`config.mk`:
```
export PLATFORM = sky130hd
export DESIGN_NAME = fpa_iap_core
export DESIGN_NICKNAME = d
export VERILOG_FILES = /design/src/include/fpa_pkg.sv /design/src/verilog/fpa_sync.sv /design/src/verilog/fpa_iap_core.sv
export VERILOG_INCLUDE_DIRS = /design/src /design/src/include
export SDC_FILE = /design/constraint.sdc
export NUM_CORES = 1
export LEC_CHECK = 0
export BUFFER_PORTS_ARGS = -buffer_cell sky130_fd_sc_hd__buf_2
export CAP_MARGIN = 20
export CORE_MARGIN = 2
export CORE_UTILIZATION = 45
export CTS_CLUSTER_DIAMETER = 200
export DETAILED_ROUTE_END_ITERATION = 12
export HOLD_SLACK_MARGIN = 0.02
export PLACE_DENSITY = 0.71
export SLEW_MARGIN = 20
export SYNTH_ARGS = -nofsm -noshare
export SYNTH_HDL_FRONTEND = slang
export SYNTH_HIERARCHICAL = 1
export SYNTH_SLANG_ARGS = --single-unit
```
`constraint.sdc`:
```
create_clock -name ref_clk_i -period 4.3 [get_ports ref_clk_i]
set_input_delay 1.29 -clock ref_clk_i [delete_from_list [all_inputs] [get_ports ref_clk_i]]
set_output_delay 1.29 -clock ref_clk_i [all_outputs]
set_load 0.01 [all_outputs]
```
`src/include/fpa_params.svh`:
```
`ifndef FPA_PARAMS_SVH
`define FPA_PARAMS_SVH

// ****************************************************************
// Function codes
// ****************************************************************
`define FPA_FN_PROG_PAGE   8'h00
`define FPA_FN_READ_VER    8'h01
`define FPA_FN_MISC_WRITE  8'h02
`define FPA_FN_MISC_READ   8'h03
`define FPA_FN_ERASE       8'h04
`define FPA_FN_SECTOR_CRC  8'h05
`define FPA_FN_GLOBAL_CRC  8'h06

// ****************************************************************
// Misc write targets
// ****************************************************************
`define FPA_SEL_CFG        8'h00
`define FPA_SEL_BOOT_VECTOR_BYTE    8'h02
`define FPA_SEL_BOOT_STATUS_BYTE   8'h03
`define FPA_SEL_CLR_PROT   8'h0A
`define FPA_SEL_SEC_LO     8'h08
`define FPA_SEL_SEC_HI     8'h0F

// ****************************************************************
// Bit positions and values
// ****************************************************************
`define FPA_CWP_BIT        6
`define FPA_DISABLE_CLEAR_PROTECT_BIT_BIT       7
`define FPA_ST_OI          0
`define FPA_ST_SV          1
`define FPA_ST_HVE         2
`define FPA_ST_VE          3
`define FPA_KEY_VALUE      8'h96
`define FPA_VERSION_ID     8'h5A
`define FPA_BOOT_STATUS_BYTE_RST   8'h00
`define FPA_ZERO8          8'h00

`endif

```
`src/include/fpa_pkg.sv`:
```
package fpa_pkg;
   typedef enum logic [1:0] {
      FPA_MODE_ISP,
      FPA_MODE_IAP,
      FPA_MODE_ICP,
      FPA_MODE_PAR
   } fpa_mode_t;

   typedef enum {
      FPA_IDLE,
      FPA_CYCLE,
      FPA_DONE
   } fpa_state_t;
endpackage : fpa_pkg

```
`src/verilog/fpa_sync.sv`:
```
`timescale 1ns/100ps
`default_nettype none

// ****************************************************************
// Reset release synchroniser
// ****************************************************************
module fpa_sync (
   input  wire logic ref_clk_i,
   input  wire logic rstn_i,
   output logic      rstn_o
);
   logic meta_r;
   logic hold_r;

   always_ff @(posedge ref_clk_i or negedge rstn_i) begin
      if (!rstn_i) begin
         meta_r <= 1'b0;
         hold_r <= 1'b0;
      end else begin
         meta_r <= 1'b1;
         hold_r <= meta_r;
      end
   end

   assign rstn_o = hold_r;
endmodule : fpa_sync

`default_nettype wire

```
`src/verilog/fpa_iap_core.sv`:
```
`timescale 1ns/100ps
`default_nettype none
`include "fpa_params.svh"

module fpa_iap_core (
   input  wire logic             ref_clk_i,
   input  wire logic             rstn_i,
   input  wire fpa_pkg::fpa_mode_t mode_i,
   input  wire logic             call_i,
   input  wire logic [7:0]       acc_i,
   input  wire logic [7:0]       working_register_five_i,
   input  wire logic [7:0]       working_register_seven_i,
   input  wire logic             user_flag_one_i,
   input  wire logic [7:0]       key_i,
   input  wire logic             irq_i,
   input  wire logic             flash_done_i,
   input  wire logic             flash_sec_fail_i,
   input  wire logic             flash_hv_fail_i,
   input  wire logic             flash_verify_fail_i,
   output logic                  key_clear_o,
   output logic                  mcu_reset_o,
   output logic                  program_idle_o,
   output logic                  flash_start_o,
   output logic                  flash_abort_o,
   output logic                  done_o,
   output logic                  carry_o,
   output logic [7:0]            working_register_seven_o,
   output logic [7:0]            boot_status_byte_o,
   output logic                  config_write_protect_bit_o,
   output logic                  disable_clear_protect_bit_o
);
   import fpa_pkg::*;

   logic       rstn;
   fpa_state_t state_r;
   fpa_state_t state_nxt;
   logic [7:0] boot_status_byte_r;
   logic [7:0] pend_boot_status_byte_r;
   logic       pend_boot_status_byte_wr_r;
   logic       carry_r;
   logic [7:0] ret_r;
   logic       reset_r;
   logic       key_clear_r;

   fpa_sync u_sync (
      .ref_clk_i (ref_clk_i),
      .rstn_i    (rstn_i),
      .rstn_o    (rstn)
   );

   // ****************************************************************
   // Call decode
   // ****************************************************************
   function automatic logic is_cfg_sel(input logic [7:0] sel);
      is_cfg_sel = (sel == `FPA_SEL_CFG) || (sel == `FPA_SEL_BOOT_VECTOR_BYTE) ||
                   (sel == `FPA_SEL_BOOT_STATUS_BYTE);
   endfunction : is_cfg_sel

   wire soft_mode  = (mode_i == FPA_MODE_ISP) || (mode_i == FPA_MODE_IAP);
   wire fn_prog    = (acc_i == `FPA_FN_PROG_PAGE) && !user_flag_one_i;
   wire fn_ver     = (acc_i == `FPA_FN_READ_VER);
   wire fn_misc    = (acc_i == `FPA_FN_MISC_WRITE);
   wire fn_cycle   = (acc_i == `FPA_FN_ERASE) || (acc_i == `FPA_FN_SECTOR_CRC) ||
                     (acc_i == `FPA_FN_GLOBAL_CRC);
   wire needs_key  = fn_prog || fn_misc || (acc_i == `FPA_FN_ERASE);
   wire key_ok     = (key_i == `FPA_KEY_VALUE);
   wire sel_clr    = fn_misc && (working_register_seven_i == `FPA_SEL_CLR_PROT);
   wire sel_cfg    = fn_misc && is_cfg_sel(working_register_seven_i);
   wire sel_sec    = fn_misc && !sel_clr &&
                     (working_register_seven_i >= `FPA_SEL_SEC_LO) &&
                     (working_register_seven_i <= `FPA_SEL_SEC_HI);
   wire sel_bad    = fn_misc && !sel_clr && !sel_cfg && !sel_sec;
   wire config_write_protect_bit        = boot_status_byte_r[`FPA_CWP_BIT];
   wire disable_clear_protect_bit       = boot_status_byte_r[`FPA_DISABLE_CLEAR_PROTECT_BIT_BIT];
   wire cfg_block  = sel_cfg && soft_mode && config_write_protect_bit;
   wire clr_block  = sel_clr && soft_mode && disable_clear_protect_bit;
   wire start_ok   = call_i && (state_r == FPA_IDLE) && (!needs_key || key_ok);
   wire refuse     = cfg_block || clr_block || sel_bad;
   wire go_cycle   = start_ok && !refuse && (fn_prog || fn_cycle || sel_cfg || sel_sec);
   wire cyc_err    = irq_i || flash_sec_fail_i || flash_hv_fail_i ||
                     (flash_done_i && flash_verify_fail_i);
   wire [7:0] err_code = {4'h0, flash_verify_fail_i && flash_done_i, flash_hv_fail_i,
                          flash_sec_fail_i, irq_i};

   // ****************************************************************
   // Sequencer
   // ****************************************************************
   always_comb begin
      state_nxt = state_r;
      case (state_r)
         FPA_IDLE: begin
            if (go_cycle) begin
               state_nxt = FPA_CYCLE;
            end else if (start_ok) begin
               state_nxt = FPA_DONE;
            end
         end
         FPA_CYCLE: begin
            if (cyc_err || flash_done_i) begin
               state_nxt = FPA_DONE;
            end
         end
         default: begin
            state_nxt = FPA_IDLE;
         end
      endcase
   end

   always_ff @(posedge ref_clk_i or negedge rstn) begin
      if (!rstn) begin
         state_r <= FPA_IDLE;
      end else begin
         state_r <= state_nxt;
      end
   end

   // ****************************************************************
   // Return values and carry
   // ****************************************************************
   always_ff @(posedge ref_clk_i or negedge rstn) begin
      if (!rstn) begin
         carry_r <= 1'b0;
         ret_r   <= `FPA_ZERO8;
      end else if (state_r == FPA_IDLE && start_ok) begin
         if (refuse) begin
            carry_r <= 1'b1;
            ret_r   <= 8'h01 << `FPA_ST_SV;
         end else if (fn_ver) begin
            carry_r <= 1'b0;
            ret_r   <= `FPA_VERSION_ID;
         end else begin
            carry_r <= 1'b0;
            ret_r   <= `FPA_ZERO8;
         end
      end else if (state_r == FPA_CYCLE && cyc_err) begin
         carry_r <= 1'b1;
         ret_r   <= err_code;
      end
   end

   // ****************************************************************
   // Protection bits
   // ****************************************************************
   // A status-byte write is held pending so that a failed or aborted
   // cycle never leaves the protection bits in a half-written state.
   always_ff @(posedge ref_clk_i or negedge rstn) begin
      if (!rstn) begin
         pend_boot_status_byte_r    <= `FPA_ZERO8;
         pend_boot_status_byte_wr_r <= 1'b0;
         boot_status_byte_r         <= `FPA_BOOT_STATUS_BYTE_RST;
      end else begin
         if (go_cycle) begin
            pend_boot_status_byte_r    <= working_register_five_i;
            pend_boot_status_byte_wr_r <= fn_misc &&
                                  (working_register_seven_i == `FPA_SEL_BOOT_STATUS_BYTE);
         end
         if (state_r == FPA_CYCLE && flash_done_i && !cyc_err && pend_boot_status_byte_wr_r) begin
            boot_status_byte_r <= pend_boot_status_byte_r;
         end else if (state_r == FPA_IDLE && start_ok && sel_clr && !clr_block) begin
            boot_status_byte_r[`FPA_CWP_BIT] <= 1'b0;
            if (!soft_mode) begin
               boot_status_byte_r[`FPA_DISABLE_CLEAR_PROTECT_BIT_BIT] <= 1'b0;
            end
         end
      end
   end

   // ****************************************************************
   // Key handling
   // ****************************************************************
   always_ff @(posedge ref_clk_i or negedge rstn) begin
      if (!rstn) begin
         reset_r     <= 1'b0;
         key_clear_r <= 1'b0;
      end else begin
         reset_r     <= call_i && (state_r == FPA_IDLE) && needs_key && !key_ok;
         key_clear_r <= (state_nxt == FPA_DONE) && (state_r != FPA_DONE);
      end
   end

   assign key_clear_o                 = key_clear_r;
   assign mcu_reset_o                 = reset_r;
   assign program_idle_o              = (state_r == FPA_CYCLE);
   assign flash_start_o               = go_cycle;
   assign flash_abort_o               = (state_r == FPA_CYCLE) && irq_i;
   assign done_o                      = (state_r == FPA_DONE);
   assign carry_o                     = carry_r;
   assign working_register_seven_o    = ret_r;
   assign boot_status_byte_o          = boot_status_byte_r;
   assign config_write_protect_bit_o  = config_write_protect_bit;
   assign disable_clear_protect_bit_o = disable_clear_protect_bit;
endmodule : fpa_iap_core

`default_nettype wire

```
==> reports/summary.log <==
[cts] number of buffers created by CTS 9
[drt] Detail Route met2 WL 2032 microns
[cts] Post-CTS Setup Repair Bufs 0
[layout] non-filler instance count after layout 348
[outcome] outcome finished clean
[layout] commonest non-fill, non-tap cells in the layout 64 x buf_2, 58 x dfrtp_1, 33 x conb_1
[sta] setup repair after global routing missed its margin false
[drt] Routed Antenna Nets 0
[sta] setup violation total in the final timing report 0
[cts] insertion delay of the later-clocked pin in the worst-skew pair 0.32 ns
[drt] first-pass iteration count of the detailed router 4
[layout] most common cell after layout, fill and taps aside buf_2
[cts] Clock Pin Slew Worst Setup and Hold Paths 0.06 ns
[floorplanning] core region area 5010 sq um
[worst_setup_path] Worst EP required 3.01 ns
[layout] Finished Cell Area 3034 sq um
[drt] via total after detailed routing 1577
[global_route] maximum number of pins on one net before global-route repair 48
[cts] number of resized instances in the post-cts repair step 0
[floorplanning] horizontal extent of the die 75.49 microns
[synth] part of the Yosys area used for sequential elements 64.20%
[worst_setup_path] maximum single-stage delay on the critical path 0.53 ns
[global_route] overall overflow remaining after global route 0
[floorplanning] starting density of the core 45.90%
[place] number of port buffers 64
[place] global placement routability congestion 0.9099
[worst_setup_path] count of buffering cells on the critical path with inverters included 2
[synth] cells after synthesis 168
[global_route] global-route wire length before repair 6465 microns
[worst_setup_path] cell class contributing the biggest share of worst-path delay simple AND/OR/NAND/NOR gates
[sta] final critical-path required period 4.166 ns
[worst_setup_path] critical-path cell with the highest stage delay or4_4
[global_route] via count of the first global-routing pass 1481
[worst_setup_path] type of the worst setup path in2out
[sta] Tcrit/Tclk final 96.89%
[worst_setup_path] data arrival time of the critical path 2.88 ns
[synth] Syn. warnings 6
[layout] count of filler cells inserted in the layout 446
[sta] Tightest Pin Transition 0.6709 ns
[sta] final setup margin 0.1339 ns
[layout] area of the multi-input gates 883.3 sq um
[worst_setup_path] maximum fanout count along the critical path 3
[global_route] aggregate global-route resource usage 15.79%
[synth] share of synthesized registers carrying an async set or reset 100.0%
[cts] Num Clock Sinks 59
[floorplanning] Site Rows 26
[layout] area added between synthesis and finish 31.94%
[layout] fraction of final layout cells sized beyond drive strength 1 40.65%
[power] IR Drop Worst-Case VDD 274.8 uV
[power] P per Cell Area 376.2 nW/um^2
[sta] pins over their slew limit 0
[floorplanning] number of placed I/O pins 68
[synth] per-instance average area after synthesis 13.69 sq um
[drt] WL per Instance 11.58 microns
[sta] Fin. Hold Viols 0
[sta] setup TNS after final layout 0 ns
[layout] Final nets 316
[drt] length of routed wiring on met1 1694 microns
[synth] number of synthesized flops with an enable pin 0
[drt] length of routed met3 wiring 291 microns
[synth] dominant cells by area after synthesis dfrtp_1 64%, mux2_2 6.9%, nor4_1 2.2%, nor2_1 2.0%, nor4_4 1.8%
[worst_setup_path] launching element of the worst setup path acc_i[5]
[cts] Clock Path Buffers 2
[synth] post-synthesis sequential element count 59
[cts] clock tree from TritonCTS done
[layout] antenna diode instance count 0
[layout] area of all sequential standard cells 1478 sq um
[worst_setup_path] worst flop-to-flop path startpoint state_r[9]
[cts] Root Buffer clkbuf_8
[drt] Total Wirelength 4030 microns
[worst_setup_path] cell-by-cell trace of the critical path buf_2 -> or4_4 -> nand4bb_4 -> nor4_4 -> nor2_1 -> nor2_1 -> buf_2
[synth] Distinct cells, synth 40
[floorplanning] DIE AREA 5698 sq um
[drt] Via-to-Cell Ratio 4.532
[cts] hold buffer count at CTS 0
[run] max-capacitance violation count 0
[power] power after layout 1.141 mW
[power] Leak 1.537 nW
[synth] Primary FF master, synth dfrtp_1
[drt] DRC violations left 0
[synth] most area-hungry cell type in the Yosys netlist dfrtp_1
[drt] Initial DRC Count 68
[place] pre-CTS setup slack 0.1354 ns
[place] dpl hpwl 2952 microns
[worst_setup_path] crit start category primary input
[sta] relative max-transition margin 54.80%
[place] # placed instances 332
[global_route] initial antenna violation count 0
[synth] area of the mapped netlist 2300 sq um
[cts] depth of the CTS H-tree 3
[worst_setup_path] crit end category primary output
[drt] top routing layer used met4
[sta] worst-case clock skew 0.005118 ns
[place] standard cell area after detailed placement 2821 sq um
[worst_hold_path] Tightest Hold Check Type reg2async
[synth] Synth top area share 64.20%
[floorplanning] die boundary height 75.49 microns
[sta] maximum clock frequency 240.0 MHz
stage by stage:
stage / utilization (%) / hold WS, ns
3_5_place_dp: 56.32 / 0.1261
4_1_cts: 60.56 / 0.1245
6_report: 60.56 / 0.1149
5_1_grt: 60.56 / 0.1444
2_1_floorplan: - / 0.3312
3_3_place_gp: 56.32 / 0.1247
per-layer routing:
metal | vias up | track usage, %
met5 | - | 0
met1 | 746 | 18.84
met3 | 2 | 8.862
met4 | 0 | 5.263
li1 | 783 | -
met2 | 46 | 24.35
cells in the mapped netlist (3+ instances only):
cell type	n
buf_4	5
nor4_1	8
dfrtp_1	59
nor2_1	12
nor2b_1	3
o21ai_0	4
nand2b_1	3
inv_1	4
mux2_2	14
nand4_1	3
nand2_1	8
nand3_1	3
a21o_1	4
cells by family (layout without fill, tap and decap cells):
logic type / Yosys count / in the layout / synth area share, %
flops: 59 / 59 / 64.20
compound gates: 28 / 28 / 10.77
simple gates: 55 / 55 / 15.40
other cells: 2 / 33 / 0.3266
buf+inv: 10 / 89 / 2.448
mux: 14 / 14 / 6.855
registers in the layout, summed over array words and instances, names as in the netlist:
signal and count:
boot_status_byte_o 8, u_sync/meta_r 1, pend_boot_status_byte_wr_r 1, pend_boot_status_byte_r 8, carry_o 1, working_register_seven_o 5, u_sync/rstn_o 1, mcu_reset_o 1
key_clear_o 1, state_r 32
report_power, final:
| group | switching [mW] | internal [mW] | total (mW) |
|---|---|---|---|
| Clock | 0.199 | 0.313 | 0.512 |
| Sequential | 0.00556 | 0.571 | 0.576 |
| Combinational | 0.0309 | 0.0224 | 0.0533 |
layout make-up:
cell class / count / share of cell area [%]
Tap cell: 70 / 2.887
Inverter: 4 / 0.4948
Clock buffer: 12 / 5.443
Multi-Input combinational cell: 130 / 29.11
Sequential cell: 59 / 48.70
Timing Repair Buffer: 69 / 11.79
Clock inverter: 4 / 1.567
path summary, 6_finish.rpt:
kind,slack (ns),to,cells after the start
setup / recovery,0.13,flash_start_o,7
hold / removal,0.11,boot_status_byte_o[0],0
setup reg to reg,2.17,boot_status_byte_o[5],5
hold reg to reg,0.11,boot_status_byte_o[0],0
max in group asynchronous,3.37,key_clear_o,1
min in group ref_clk_i,0.35,u_sync/rstn_o,0
Note: power is estimated with default switching activity, not from simulation.
